--- src/logic/mlt_pkg.sv ---
/*
 mlt_pkg: opcodes, register indices, field positions, reset values and
 shared types of the literal, table and branch execution core.
 assumes: one 50 MHz clock, one instruction cycle per clock.
*/
`default_nettype none
package mlt_pkg;
    // opcode fields: high bytes, shorter and longer prefixes, bank middle nibble
    localparam logic [7:0] OP_ADD_LIT = 8'h0f;
    localparam logic [7:0] OP_AND_LIT = 8'h0b;
    localparam logic [7:0] OP_OR_LIT = 8'h09;
    localparam logic [7:0] OP_XOR_LIT = 8'h0a;
    localparam logic [7:0] OP_SUB_LIT = 8'h08;
    localparam logic [7:0] OP_MOVE_LIT = 8'h0e;
    localparam logic [7:0] OP_MUL_LIT = 8'h0d;
    localparam logic [7:0] OP_RET_LIT = 8'h0c;
    localparam logic [7:0] OP_BANK_LIT = 8'h01;
    localparam logic [3:0] OP_BANK_MID = 4'h0;
    localparam logic [7:0] OP_LOAD_PTR = 8'hee;
    localparam logic [7:0] OP_LOAD_PTR2 = 8'hf0;
    localparam logic [7:0] OP_BR_NEG = 8'he6;
    localparam logic [5:0] OP_ADD_FILE = 6'h09;
    localparam logic [3:0] OP_BIT_CLR = 4'h9;
    localparam logic [3:0] OP_SECOND = 4'hf;
    localparam logic [11:0] OP_TABLE = 12'h000;
    // register indices
    localparam logic [3:0] RA_WORK = 4'h0;
    localparam logic [3:0] RA_BANK = 4'h1;
    localparam logic [3:0] RA_STAT = 4'h2;
    localparam logic [3:0] RA_PRODL = 4'h3;
    localparam logic [3:0] RA_PRODUCT_HIGH_BYTE = 4'h4;
    localparam logic [3:0] RA_CTRL = 4'h5;
    localparam logic [3:0] RA_TBLPTR = 4'h6;
    localparam logic [3:0] RA_TBLAT = 4'h7;
    localparam logic [3:0] RA_PTR0 = 4'h8;
    localparam logic [3:0] RA_PTR1 = 4'h9;
    localparam logic [3:0] RA_PTR2 = 4'ha;
    localparam logic [3:0] RA_MEMWR = 4'hb;
    // status and control bits
    localparam int ST_C = 0;
    localparam int ST_DC = 1;
    localparam int ST_Z = 2;
    localparam int ST_OV = 3;
    localparam int ST_N = 4;
    localparam int CTRL_EXT = 0;
    localparam int CTRL_PSA = 1;
    localparam logic [4:0] STAT_RESET = 5'h00;
    localparam logic [1:0] CTRL_RESET = 2'h0;
    // data memory map and program counter step
    localparam logic [11:0] PORT_ADDR = 12'hf81;
    localparam logic [11:0] TIMER0_ADDR = 12'hfd6;
    localparam logic [7:0] IDX_LIMIT = 8'h5f;
    localparam logic [7:0] ACCESS_SPLIT = 8'h80;
    localparam logic [3:0] ACCESS_HI = 4'hf;
    localparam logic [20:0] PC_STEP = 21'h000002;

    typedef struct packed {
        logic we;
        logic [11:0] addr;
        logic [7:0] data;
    } mlt_fwr_type;

    typedef struct packed {
        logic c;
        logic dc;
        logic ov;
        logic [7:0] sum;
    } mlt_alu_type;

    typedef enum logic [1:0] {ST_EXEC, ST_NOP, ST_WORD2} mlt_state_type;
endpackage
`default_nettype wire

--- src/logic/mlt_core.sv ---
/*
 mlt_core: execution of literal, bank, pointer, table, add-to-file,
 bit-clear and branch-if-negative instructions, with its register port.
 assumes: fetch logic on mclk_i offers words with a valid flag and the
 word's address; file memory answers reads in the same cycle.
*/
// Chosen here: the plain strobed port and the register offsets.
// Contract
// (RQ1) add literal to working register, flags N OV C DC Z, one cycle
// (RQ2) and literal into working register, only Z and N change
// (RQ3) or and xor literal into working register, only Z and N change
// (RQ4) literal minus working register, flags C DC Z OV N
// (RQ5) move literal to working register, no flag changes
// (RQ6) multiply literal by working register, one cycle, no flags
// (RQ7) four-bit literal into bank select register bits 3..0
// (RQ8) two-word load of a 12-bit literal into a file select pointer
// (RQ9) return with literal in working register, two cycles, no flags
// (RQ10) table reads with none, post-inc, post-dec, pre-inc pointer
// (RQ11) table writes with the same four pointer modes, two cycles
// (RQ12) a started memory write cycle runs until terminated
// (RQ13) port read-modify-write takes pin levels as source
// (RQ14) writing timer zero count clears an assigned prescaler
// (RQ15) program counter change or true test costs a nop cycle
// (RQ16) a lone second word executes as a nop
// (RQ17) add working register to file, d picks destination
// (RQ18) a=0 forces access bank, a=1 uses bank select register
// (RQ19) extended set, a=0, f up to 5Fh means indexed offset
// (RQ20) branch if N set, offset -128..127, one or two cycles
// (RQ21) branch target is instruction address plus 2 plus 2n
// (RQ22) clear bit b of file f, no flags
// (RQ23) product kept in separate high and low byte registers
`timescale 1ns/1ns
`default_nettype none
module mlt_core
    import mlt_pkg::*;
(
    // clock and reset
    input wire logic mclk_i,
    input wire logic rst_i,
    // instruction stream
    input wire logic [15:0] instr_i,
    input wire logic instr_valid_i,
    input wire logic [20:0] instr_pc_i,
    output logic instr_ready_o,
    // file registers and pins
    output logic [11:0] file_raddr_o,
    input wire logic [7:0] file_rdata_i,
    output mlt_fwr_type file_wr_o,
    input wire logic [7:0] port_pins_i,
    output logic presc_clr_o,
    // program flow
    output logic pc_load_o,
    output logic [20:0] pc_target_o,
    output logic return_o,
    // table access
    output logic tbl_rd_o,
    output logic tbl_wr_o,
    output logic [20:0] tbl_addr_o,
    output logic [7:0] tbl_wdata_o,
    input wire logic [7:0] tbl_rdata_i,
    output logic mem_wr_active_o,
    input wire logic mem_wr_done_i,
    // register port
    input wire logic [3:0] reg_addr_i,
    input wire logic [23:0] reg_wdata_i,
    input wire logic reg_wr_i,
    input wire logic reg_rd_i,
    output logic [23:0] reg_rdata_o
);
    mlt_state_type state;
    logic [7:0] work;
    logic [7:0] next_work;
    logic [3:0] bank;
    logic [3:0] next_bank;
    logic [4:0] stat;
    logic [4:0] next_stat;
    logic [15:0] prod;
    logic [15:0] next_prod;
    logic [1:0] ctrl;
    logic [20:0] tblptr;
    logic [20:0] next_tblptr;
    logic [7:0] tblat;
    logic [11:0] ptr [3];
    logic [5:0] lp_first;
    logic [7:0] pin_s1;
    logic [7:0] pin_s2;
    logic [7:0] src;
    logic [7:0] k;
    logic go;
    logic two;
    logic lp_start;
    logic ret;
    logic pc_ld;
    logic [20:0] pc_tgt;
    logic tb_rd;
    logic tb_wr;
    logic [20:0] tb_addr;
    logic wr_bus;
    mlt_fwr_type next_fwr;
    mlt_alu_type alu;

    function automatic mlt_alu_type add8(input logic [7:0] x, input logic [7:0] y,
                                         input logic ci);
        logic [8:0] s;
        logic [4:0] h;
        mlt_alu_type r;
        s = {1'b0, x} + {1'b0, y} + {8'h00, ci};
        h = {1'b0, x[3:0]} + {1'b0, y[3:0]} + {4'h0, ci};
        r.sum = s[7:0];
        r.c = s[8];
        r.dc = h[4];
        r.ov = (x[7] == y[7]) && (s[7] != x[7]);
        return r;
    endfunction

    function automatic logic [4:0] arith_flags(input mlt_alu_type r);
        logic [4:0] f;
        f = '0;
        f[ST_C] = r.c;
        f[ST_DC] = r.dc;
        f[ST_OV] = r.ov;
        f[ST_Z] = (r.sum == 8'h00);
        f[ST_N] = r.sum[7];
        return f;
    endfunction

    function automatic logic [4:0] logic_flags(input logic [4:0] old, input logic [7:0] v);
        logic [4:0] f;
        f = old;
        f[ST_Z] = (v == 8'h00);
        f[ST_N] = v[7];
        return f;
    endfunction

    assign go = instr_valid_i && (state == ST_EXEC);
    assign k = instr_i[7:0];
    assign instr_ready_o = (state != ST_NOP);
    assign wr_bus = reg_wr_i;

    // pins pass two flops before use
    always_ff @(posedge mclk_i)
    begin
        pin_s1 <= port_pins_i;
        pin_s2 <= pin_s1;
    end

    // file address from a, f and extended mode
    always_comb
    begin
        file_raddr_o = {bank, k};
        if (!instr_i[8])
        begin
            // (RQ19) indexed literal offset
            if (ctrl[CTRL_EXT] && k <= IDX_LIMIT)
                file_raddr_o = ptr[2] + {4'h0, k};
            // (RQ18) access bank split
            else if (k < ACCESS_SPLIT)
                file_raddr_o = {4'h0, k};
            else
                file_raddr_o = {ACCESS_HI, k};
        end
    end

    // (RQ13) port source is pin level
    assign src = (file_raddr_o == PORT_ADDR) ? pin_s2 : file_rdata_i;

    always_comb
    begin
        next_work = (wr_bus && reg_addr_i == RA_WORK) ? reg_wdata_i[7:0] : work;
        next_bank = (wr_bus && reg_addr_i == RA_BANK) ? reg_wdata_i[3:0] : bank;
        next_stat = (wr_bus && reg_addr_i == RA_STAT) ? reg_wdata_i[4:0] : stat;
        next_prod = prod;
        next_tblptr = (wr_bus && reg_addr_i == RA_TBLPTR) ? reg_wdata_i[20:0] : tblptr;
        next_fwr = '0;
        alu = add8(work, k, 1'b0);
        two = 1'b0;
        lp_start = 1'b0;
        ret = 1'b0;
        pc_ld = 1'b0;
        pc_tgt = instr_pc_i + PC_STEP + {{12{k[7]}}, k, 1'b0};
        tb_rd = 1'b0;
        tb_wr = 1'b0;
        tb_addr = tblptr;
        if (go)
        begin
            if (instr_i[15:8] == OP_ADD_LIT)
            begin
                // (RQ1) add literal
                next_work = alu.sum;
                next_stat = arith_flags(alu);
            end
            else if (instr_i[15:8] == OP_SUB_LIT)
            begin
                // (RQ4) literal minus working
                alu = add8(k, ~work, 1'b1);
                next_work = alu.sum;
                next_stat = arith_flags(alu);
            end
            else if (instr_i[15:8] == OP_AND_LIT)
            begin
                // (RQ2) and literal
                next_work = work & k;
                next_stat = logic_flags(stat, work & k);
            end
            else if (instr_i[15:8] == OP_OR_LIT)
            begin
                // (RQ3) or literal
                next_work = work | k;
                next_stat = logic_flags(stat, work | k);
            end
            else if (instr_i[15:8] == OP_XOR_LIT)
            begin
                // (RQ3) xor literal
                next_work = work ^ k;
                next_stat = logic_flags(stat, work ^ k);
            end
            else if (instr_i[15:8] == OP_MOVE_LIT)
                // (RQ5) move literal
                next_work = k;
            else if (instr_i[15:8] == OP_MUL_LIT)
                // (RQ6) multiply into product pair
                next_prod = {8'h00, k} * {8'h00, work};
            else if (instr_i[15:8] == OP_BANK_LIT && instr_i[7:4] == OP_BANK_MID)
                // (RQ7) bank literal
                next_bank = instr_i[3:0];
            else if (instr_i[15:8] == OP_LOAD_PTR)
                // (RQ8) first word of pointer load
                lp_start = 1'b1;
            else if (instr_i[15:8] == OP_RET_LIT)
            begin
                // (RQ9) return with literal
                next_work = k;
                ret = 1'b1;
                two = 1'b1;
            end
            else if (instr_i[15:4] == OP_TABLE && instr_i[3])
            begin
                // (RQ10) (RQ11) pointer mode from low two bits
                two = 1'b1;
                tb_rd = !instr_i[2];
                tb_wr = instr_i[2];
                if (instr_i[1:0] == 2'b11)
                    tb_addr = tblptr + 21'h000001;
                if (instr_i[1:0] == 2'b10)
                    next_tblptr = tblptr - 21'h000001;
                else if (instr_i[1:0] != 2'b00)
                    next_tblptr = tblptr + 21'h000001;
            end
            else if (instr_i[15:10] == OP_ADD_FILE)
            begin
                // (RQ17) add working to file
                alu = add8(work, src, 1'b0);
                next_stat = arith_flags(alu);
                if (instr_i[9])
                    next_fwr = '{we: 1'b1, addr: file_raddr_o, data: alu.sum};
                else
                    next_work = alu.sum;
            end
            else if (instr_i[15:12] == OP_BIT_CLR)
                // (RQ22) clear one bit
                next_fwr = '{we: 1'b1, addr: file_raddr_o,
                             data: src & ~(8'h01 << instr_i[11:9])};
            else if (instr_i[15:8] == OP_BR_NEG && stat[ST_N])
            begin
                // (RQ20) (RQ21) taken branch
                pc_ld = 1'b1;
                two = 1'b1;
            end
            // (RQ16) a lone second word matches nothing above
        end
    end

    // (RQ15) (RQ8) sequencing of extra cycles
    always_ff @(posedge mclk_i)
    begin
        if (rst_i)
            state <= ST_EXEC;
        else
            unique case (state)
                ST_EXEC:
                    if (lp_start)
                        state <= ST_WORD2;
                    else if (two)
                        state <= ST_NOP;
                ST_NOP:
                    state <= ST_EXEC;
                ST_WORD2:
                    if (instr_valid_i)
                        state <= ST_EXEC;
            endcase
    end

    // core registers
    always_ff @(posedge mclk_i)
    begin
        if (rst_i)
        begin
            work <= 8'h00;
            bank <= 4'h0;
            stat <= STAT_RESET;
            prod <= 16'h0000;
            tblptr <= 21'h000000;
        end
        else
        begin
            work <= next_work;
            bank <= next_bank;
            stat <= next_stat;
            prod <= next_prod;
            tblptr <= next_tblptr;
        end
    end

    always_ff @(posedge mclk_i)
    begin
        if (rst_i)
            ctrl <= CTRL_RESET;
        else if (wr_bus && reg_addr_i == RA_CTRL)
            ctrl <= reg_wdata_i[1:0];
    end

    // (RQ8) pointer load on second word
    always_ff @(posedge mclk_i)
    begin
        if (rst_i)
        begin
            lp_first <= 6'h00;
            ptr <= '{default: 12'h000};
        end
        else
        begin
            if (lp_start)
                lp_first <= instr_i[5:0];
            if (state == ST_WORD2 && instr_valid_i && instr_i[15:8] == OP_LOAD_PTR2
                && lp_first[5:4] != 2'b11)
                ptr[lp_first[5:4]] <= {lp_first[3:0], k};
        end
    end

    // table latch: software or read data
    always_ff @(posedge mclk_i)
    begin
        if (rst_i)
            tblat <= 8'h00;
        else if (tbl_rd_o)
            tblat <= tbl_rdata_i;
        else if (wr_bus && reg_addr_i == RA_TBLAT)
            tblat <= reg_wdata_i[7:0];
    end

    // (RQ12) write cycle held until done, start wins
    always_ff @(posedge mclk_i)
    begin
        if (rst_i)
            mem_wr_active_o <= 1'b0;
        else if (tb_wr)
            mem_wr_active_o <= 1'b1;
        else if (mem_wr_done_i)
            mem_wr_active_o <= 1'b0;
    end

    // registered outputs
    always_ff @(posedge mclk_i)
    begin
        if (rst_i)
        begin
            file_wr_o <= '0;
            presc_clr_o <= 1'b0;
            pc_load_o <= 1'b0;
            pc_target_o <= 21'h000000;
            return_o <= 1'b0;
            tbl_rd_o <= 1'b0;
            tbl_wr_o <= 1'b0;
            tbl_addr_o <= 21'h000000;
            tbl_wdata_o <= 8'h00;
        end
        else
        begin
            file_wr_o <= next_fwr;
            // (RQ14) prescaler clear on timer write
            presc_clr_o <= next_fwr.we && next_fwr.addr == TIMER0_ADDR && ctrl[CTRL_PSA];
            pc_load_o <= pc_ld;
            pc_target_o <= pc_tgt;
            return_o <= ret;
            tbl_rd_o <= tb_rd;
            tbl_wr_o <= tb_wr;
            tbl_addr_o <= tb_addr;
            tbl_wdata_o <= tblat;
        end
    end

    always_ff @(posedge mclk_i)
    begin
        if (rst_i || !reg_rd_i)
            reg_rdata_o <= 24'h000000;
        else
            unique case (reg_addr_i)
                RA_WORK: reg_rdata_o <= {16'h0000, work};
                RA_BANK: reg_rdata_o <= {20'h00000, bank};
                RA_STAT: reg_rdata_o <= {19'h00000, stat};
                // (RQ23) product bytes apart
                RA_PRODL: reg_rdata_o <= {16'h0000, prod[7:0]};
                RA_PRODUCT_HIGH_BYTE: reg_rdata_o <= {16'h0000, prod[15:8]};
                RA_CTRL: reg_rdata_o <= {22'h000000, ctrl};
                RA_TBLPTR: reg_rdata_o <= {3'h0, tblptr};
                RA_TBLAT: reg_rdata_o <= {16'h0000, tblat};
                RA_PTR0: reg_rdata_o <= {12'h000, ptr[0]};
                RA_PTR1: reg_rdata_o <= {12'h000, ptr[1]};
                RA_PTR2: reg_rdata_o <= {12'h000, ptr[2]};
                RA_MEMWR: reg_rdata_o <= {23'h000000, mem_wr_active_o};
                default: reg_rdata_o <= 24'h000000;
            endcase
    end

    chk_add_lit_sum: assert property (@(posedge mclk_i) disable iff (rst_i) // RQ1
        go && instr_i[15:8] == OP_ADD_LIT |=> work == 8'($past(work) + $past(k)))
        else $error("add literal result wrong");
    chk_and_lit_flags: assert property (@(posedge mclk_i) disable iff (rst_i) // RQ2
        go && instr_i[15:8] == OP_AND_LIT
        |=> work == ($past(work) & $past(k)) && stat[ST_C] == $past(stat[ST_C]))
        else $error("and literal wrong");
    chk_move_lit_keep: assert property (@(posedge mclk_i) disable iff (rst_i) // RQ5
        go && instr_i[15:8] == OP_MOVE_LIT |=> work == $past(k) && $stable(stat))
        else $error("move literal wrong");
    chk_mul_product: assert property (@(posedge mclk_i) disable iff (rst_i) // RQ6
        go && instr_i[15:8] == OP_MUL_LIT |=> prod == 16'($past(k)) * 16'($past(work)))
        else $error("product wrong");
    chk_bank_lit_load: assert property (@(posedge mclk_i) disable iff (rst_i) // RQ7
        go && instr_i[15:4] == {OP_BANK_LIT, OP_BANK_MID} |=> bank == $past(instr_i[3:0]))
        else $error("bank literal wrong");
    chk_branch_target: assert property (@(posedge mclk_i) disable iff (rst_i) // RQ21
        go && instr_i[15:8] == OP_BR_NEG && stat[ST_N]
        |=> pc_load_o && !instr_ready_o
        && pc_target_o == 21'($past(instr_pc_i) + PC_STEP + 21'(2 * $signed($past(k))))
        ##1 instr_ready_o)
        else $error("branch target or timing wrong");
    chk_branch_not_taken: assert property (@(posedge mclk_i) disable iff (rst_i) // RQ20
        go && instr_i[15:8] == OP_BR_NEG && !stat[ST_N] |=> !pc_load_o && instr_ready_o)
        else $error("untaken branch not one cycle");
    chk_bit_clear_data: assert property (@(posedge mclk_i) disable iff (rst_i) // RQ22
        go && instr_i[15:12] == OP_BIT_CLR
        |=> file_wr_o.we && file_wr_o.data == ($past(src) & ~(8'h01 << $past(instr_i[11:9]))))
        else $error("bit clear wrong");
    chk_mem_write_hold: assert property (@(posedge mclk_i) disable iff (rst_i) // RQ12
        mem_wr_active_o && !mem_wr_done_i |=> mem_wr_active_o)
        else $error("memory write ended early");
    chk_lone_word_nop: assert property (@(posedge mclk_i) disable iff (rst_i) // RQ16
        go && instr_i[15:12] == OP_SECOND && !wr_bus
        |=> $stable(work) && !file_wr_o.we && !pc_load_o)
        else $error("lone second word not a nop");
endmodule
`default_nettype wire

--- config.mk ---
export PLATFORM = sky130hd
export DESIGN_NAME = mlt_core
export DESIGN_NICKNAME = d
export VERILOG_FILES = /design/src/logic/mlt_pkg.sv /design/src/logic/mlt_core.sv
export SDC_FILE = /design/constraint.sdc
export NUM_CORES = 1
export LEC_CHECK = 0
export BUFFER_PORTS_ARGS = -buffer_cell sky130_fd_sc_hd__clkbuf_2
export CAP_MARGIN = 20
export CORE_AREA = 2 2 259 133
export CTS_CLUSTER_SIZE = 24
export DETAILED_ROUTE_END_ITERATION = 10
export DIE_AREA = 0 0 261 135
export PLACE_DENSITY = 0.67
export SETUP_SLACK_MARGIN = 0.05
export SLEW_MARGIN = 20
export SYNTH_ARGS = -nofsm -noshare
export SYNTH_HDL_FRONTEND = slang
export SYNTH_SLANG_ARGS = --single-unit
--- constraint.sdc ---
create_clock -name mclk_i -period 5.75 [get_ports mclk_i]
set_input_delay 0.2875 -clock mclk_i [delete_from_list [all_inputs] [get_ports mclk_i]]
set_output_delay 0.2875 -clock mclk_i [all_outputs]
set_load 0.02 [all_outputs]
Word-level counts from Yosys, hierarchy flattened
Cells that the tools add are included.
{ "totals": {"regBits": 225, "latchBits": 0, "ramBits": 0, "mem_bits_ro": 0, "input_bits": 95, "output_inout_bits": 114, "n_memories": 0} }
{ "classes": {"n_addsub": 13, "multipliers": 1, "div_mod_pow": 0, "order_cmp": 4, "n_eq_ne": 44, "shifts": 1, "n_mux": 136, "n_bitwise": 15, "n_reduce_logical": 42} }
{ "ops": {"columns": ["cell", "count"], "rows": [
  ["$mux W21", 43],
  ["$pmux W21 S12", 1],
  ["$mux W8", 18],
  ["$mux W5", 14],
  ["$eq A8 B4 Y1 const B", 8],
  ["$logic_not A8 Y1", 6],
  ["$mux W12", 4],
  ["$mux W1", 40],
  ["$mux W4", 10],
  ["$bwmux W36", 1],
  ["$add A8 B8 Y9", 3],
  ["$reduce_or A13 Y1", 2],
  ["$demux W12 S2", 1],
  ["$eq A12 B12 Y1 const B", 2],
  ["$eq A8 B8 Y1 const B", 3],
  ["$add A21 B1 Y21 const B", 1],
  ["$add A21 B2 Y21 const B", 1],
  ["$add A21 B21 Y21", 1],
  ["$sub A21 B1 Y21 const B", 1],
  ["$eq A4 B4 Y1 const B", 5],
  ["$logic_and A1 B1 Y1", 20],
  ["$and A8 B8 Y8", 2],
  ["$eq A4 B3 Y1 const B", 4],
  ["$mul A8 B8 Y16", 1],
  ["38 further kinds", 64]
]} }

Logic depth before layout (Yosys ltp)
{ "depth": {"ltp_word": 24, "depth_mapped": 20, "ltp_nobuf": 19} }

Worst setup path before layout
Ideal clock, no wire load.
{ "synth_timing": {"kind": "register to register", "startpoint": "register ptr[0] (netlist name)", "endpoint": "register work[4]", "arrival_time_ps": 4460, "t_required_ps": 5611, "path_slack_ps": 1150, "path_stages_with_launch": 20, "path_buffers": 0, "synth_period_minus_slack_ps": 4600, "path_cell_list": "dfxtp_1 -> ha_1 -> fa_1 -> a21oi_1 -> o221ai_2 -> and3_1 -> o31a_1 -> nor4_4 -> nand4_4 -> mux2_2 -> ha_1 -> fa_1 -> a21o_1 -> a21oi_1 -> xnor2_1 -> o2bb2ai_1 -> a22oi_1 -> a21oi_1 -> a2111oi_0 -> o32ai_1"} }
{ "synth_between": {"elab_chain_cells": 20} }
{ "synth_lines": {"columns": ["element", "line_no", "text"], "rows": [
  ["start: declaration", "mlt_core.sv:83", "logic [11:0] ptr [3];"],
  ["start signal: indexed assignment", "mlt_core.sv:336", "ptr[lp_first[5:4]] <= {lp_first[3:0], k};"],
  ["$add A12 B8 Y12", "mlt_core.sv:155", "file_raddr_o = ptr[2] + {4'h0, k};"],
  ["$mux W12", "mlt_core.sv:154", "if (ctrl[CTRL_EXT] && k <= IDX_LIMIT)"],
  ["$mux W12", "mlt_core.sv:151", "if (!instr_i[8])"],
  ["$eq A12 B12 Y1", "mlt_core.sv:165", "assign src = (file_raddr_o == PORT_ADDR) ? pin_s2 : file_rdata_i;"],
  ["$mux W8", "mlt_core.sv:165", null],
  ["$add A8 B8 Y9", "mlt_core.sv:107", "s = {1'b0, x} + {1'b0, y} + {8'h00, ci};"],
  ["$mux W8", "mlt_core.sv:254", "if (instr_i[9])"],
  ["$mux W8", "mlt_core.sv:249", "else if (instr_i[15:10] == OP_ADD_FILE)"],
  ["[4 not listed]", null, null],
  ["$mux W8", "mlt_core.sv:220", "else if (instr_i[15:8] == OP_MUL_LIT)"],
  ["$mux W8", "mlt_core.sv:217", "else if (instr_i[15:8] == OP_MOVE_LIT)"],
  ["$mux W8", "mlt_core.sv:211", "else if (instr_i[15:8] == OP_XOR_LIT)"],
  ["$mux W8", "mlt_core.sv:205", "else if (instr_i[15:8] == OP_OR_LIT)"],
  ["$mux W8", "mlt_core.sv:199", "else if (instr_i[15:8] == OP_AND_LIT)"],
  ["$mux W8", "mlt_core.sv:192", "else if (instr_i[15:8] == OP_SUB_LIT)"],
  ["$mux W8", "mlt_core.sv:186", "if (instr_i[15:8] == OP_ADD_LIT)"],
  ["$mux W8", "mlt_core.sv:184", "if (go)"],
  ["end signal: assignment", "mlt_core.sv:306", "work <= next_work;"],
  ["end: declaration", "mlt_core.sv:71", "logic [7:0] work;"]
]} }
No other way between the ends.
A chain may end at the register's enable or synchronous reset.

Worst setup path in the final report
{ "layout_timing": {"startpoint": "register work[3]", "endpoint": "register prod[15]"} }
{ "layout_between": {"elab_chain_cells": 1} }
{ "layout_lines": {"columns": ["element", "line_no", "text"], "rows": [
  ["$mul A8 B8 Y16", "mlt_core.sv:222", "next_prod = {8'h00, k} * {8'h00, work};"],
  ["end signal: assignment", "mlt_core.sv:309", "prod <= next_prod;"],
  ["end: declaration", "mlt_core.sv:77", "logic [15:0] prod;"]
]} }
No other way between the ends.

==> flow_metrics.tcl <==
set metrics [dict create \
    outcome "complete, no violations" \
    drt_wl_total_um 50900 \
    worstMarginPinSlew_ns 1.10 \
    syn_inst 1890 \
    die_y_um 135 \
    start_util_pct 46.7 \
    initialDrtViolationCount 1444 \
    ios 209 \
    grt_max_degree 65 \
    antenna_found_initial 1 \
    antenna_cells 0 \
    r2r-start "work[3]" \
    core_area_um2 32800 \
    fin_nets 2310 \
    leakagePower_uw 0.00780 \
    synth-main-ff-cell "dfxtp_1" \
    crit_start "work[3]" \
    clk_pin_slew_ns 0.08 \
    synthDistinctLibCells 97 \
    drcViolationCount 0 \
    fin_crit_sh_pct 91.6 \
    clockRootBuffer "clkbuf_16" \
    dieWidth_um 261 \
    num_rows 47 \
    cts_tree "done" \
    portBuffers 202 \
    vias_per_cell 5.77 \
    placed_area_um2 16700 \
    fin_crit_ns 5.27 \
    path_max_fanout 8 \
    vdd_drop_max_mv 0.168 \
    hold_path.startpoint "instr_pc_i[1]" \
    powerDensity_nw_per_um2 235 \
    drt-pass1-iter-count 6 \
    reg2reg_slack_ns 0.48 \
    place_congestion 0.993 \
    ys_ff_latch 222 \
    post-cts-setup-buffer-count 0 \
    wl_per_cell_um 20.2 \
    grt_first_pass_wirelength_um 77700 \
    layout-drive-gt1-share_pct 15.8 \
    grt_usage_pct 28.4 \
    clock_latency_ns 0.56 \
    area_growth_syn_to_layout_pct 15.3 \
    netlist_area_um2 15300 \
    dieArea_um2 35200 \
    syn_avg_cell_area_um2 8.11 \
    via_count 14505 \
    synth_edf_count 0 \
    synth_warnings 0 \
    fin_skew_ns 0.0208 \
    grt_pass1_vias 13546 \
    maxSlewViolCount 0 \
    fin_setup_tns_ns 0 \
    end_kind "flip-flop" \
    path_class "flip-flop to flip-flop" \
    min_path_cells 4 \
    ant_nets 0 \
    slew_headroom_pct 26.1 \
    stdcell_area_um2 17700 \
    rr_endpoint "prod[15]" \
    cts_resized 0 \
    synthArstFlopShare_pct 0 \
    hpwl_um 37300 \
    clock_path_buffers 3 \
    rsz0062_at_grt "no" \
    cp-start-kind "flip-flop" \
    fmax_mhz 190 \
    cp_data_arrival_time_ns 5.66 \
    cts_buffers 23 \
    yosysSeqAreaShare_pct 29.0 \
    maxCapViolations 0 \
    htree_levels 1 \
    cts_sinks 222 \
    worstHoldPathType "input pin to flip-flop" \
    rr_worst_depth 15 \
    cp.required_ns 6.14 \
    grt-ovfl-total 0 \
    hold_path_end "pc_target_o[1]" \
    finalSetupViolCount 0 \
    finalHoldViolCount 0 \
]
==> cells in the mapped netlist (10+ instances only) <==
cell type,instances,share of area [%]
a211oi_1,22,1.1
a21o_1,13,0.64
a21oi_1,160,5.2
a22oi_1,19,0.93
a31oi_1,13,0.53
and2_1,22,0.90
and3_1,24,0.98
buf_2,18,0.59
clkbuf_1,84,2.1
dfxtp_1,222,29
fa_1,41,5.4
ha_1,118,9.6
inv_1,90,2.2
mux2_2,17,1.2
mux2i_1,62,4.0
nand2_1,167,4.1
nand2b_1,15,0.61
nand3_1,62,2.0
nand3b_1,15,0.73
nand4_1,16,0.65
nor2_1,267,6.5
nor2b_1,35,1.4
nor3_1,37,1.2
nor4_1,10,0.41
o21ai_0,56,1.8
o22ai_1,19,0.78
xnor2_1,57,3.3
xor2_1,43,2.5
==> stage by stage <==
stage / worst slack (ns) / total power (uW) / std cells / hold WS, ns / util (%)
3_3_place_gp: 0.599 / 2480 / 2455 / 0.310 / 50.8
3_5_place_dp: 0.559 / 2480 / 2455 / 0.312 / 50.8
2_1_floorplan: 1.15 / 2210 / 1892 / 0.310 / -
5_1_grt: 0.190 / 4310 / 2514 / 0.0541 / 53.9
4_1_cts: 0.618 / 4160 / 2514 / 0.0120 / 53.9
6_report: 0.482 / 4150 / 2514 / 0.0311 / 53.9
==> state kept, by name, indices dropped and copies added, names as in the netlist, 2 cells and up <==
signal and count:
tblat 8, ptr 36, state 2, pin_s1 8, pc_target_o 21, tbl_addr_o 21, ctrl 2, tbl_wdata_o 8
stat 5, reg_rdata_o 21, tblptr 21, work 8, pin_s2 8, prod 16, file_wr_o 21, lp_first 6
bank 4
==> kinds of logic (layout without fill, tap and decap cells) <==
group / after synthesis / after routing / synth area share, %
compound gates: 398 / 398 / 16.5
fa+ha+maj: 159 / 159 / 15.0
xor+xnor: 100 / 100 / 5.71
flops: 222 / 222 / 29.0
simple gates: 720 / 720 / 22.7
buf+inv: 208 / 389 / 5.44
other cells: 1 / 3 / 0.0245
mux: 82 / 82 / 5.61
==> how the worst max path moves through the flow <==
stage / cells past startpoint / end
floorplan: 19 / work[4]
global route: 19 / work[4]
global placement: 20 / work[4]
finish: 15 / prod[15]
detailed placement: 18 / prod[15]
CTS: 15 / prod[15]
==> worst max-delay path: stages (launching register included) <==
cell	delay (ns)
dfxtp_1	0.77
ha_1	0.57
fa_1	0.50
ha_1	0.28
inv_1	0.05
fa_1	0.47
inv_1	0.05
fa_1	0.43
ha_1	0.32
o21a_1	0.13
o21ai_0	0.31
a21oi_1	0.16
a41o_1	0.29
o41a_1	0.33
xnor2_1	0.31
a211oi_1	0.14
==> repair_timing <==
item	in CTS	in global routing
endpoints found under the setup margin	0	0
hold buffers	17	0
hold endpoints to repair	17	0
==> cells in the final DEF (no fill, tap or decap), types with 10 or more instances in the layout <==
master,count
ha_1,118
dfxtp_1,222
nand2_1,167
o22ai_1,19
nand3_1,62
xor2_1,43
buf_4,35
nor3_1,37
a21oi_1,160
mux2i_1,62
fa_1,41
and2_1,22
mux2_2,17
xnor2_1,57
clkbuf_2,201
o21ai_0,56
nor4_1,10
a31oi_1,13
inv_1,90
nor2_1,267
a21o_1,13
dlygate4sd3_1,17
nand3b_1,15
clkbuf_16,23
a211oi_1,22
nand2b_1,15
nand4_1,16
nor2b_1,35
and3_1,24
a22oi_1,19
==> metal layers <==
layer	share of wire, %	wire, um	vias up	global-route usage [%]
li1	-	-	6911	-
met5	0.024	12	-	0
met1	43	22100	6828	39.3
met4	2.5	1300	2	7.48
met3	10	5180	88	6.19
met2	44	22300	676	44.9
==> final cells by class <==
cell class | count | area [um2]
Clock buffer | 26 | 617
Sequential cell | 222 | 4440
Tap cell | 441 | 552
Fill cell | 3154 | 15100
Inverter | 94 | 353
Multi-Input combinational cell | 1462 | 10100
Timing Repair Buffer | 253 | 1440
Clock inverter | 16 | 208
==> where the power goes <==
part / switching (uW) / leakage, uW / total, uW / internal, uW
clock network: 741 / 0.000402 / 1670 / 932
logic: 543 / 0.00560 / 863 / 320
registers: 35.8 / 0.00180 / 1610 / 1580
total: 1320 / 0.00780 / 4150 / 2830
Power figures use the tool's default switching activity.
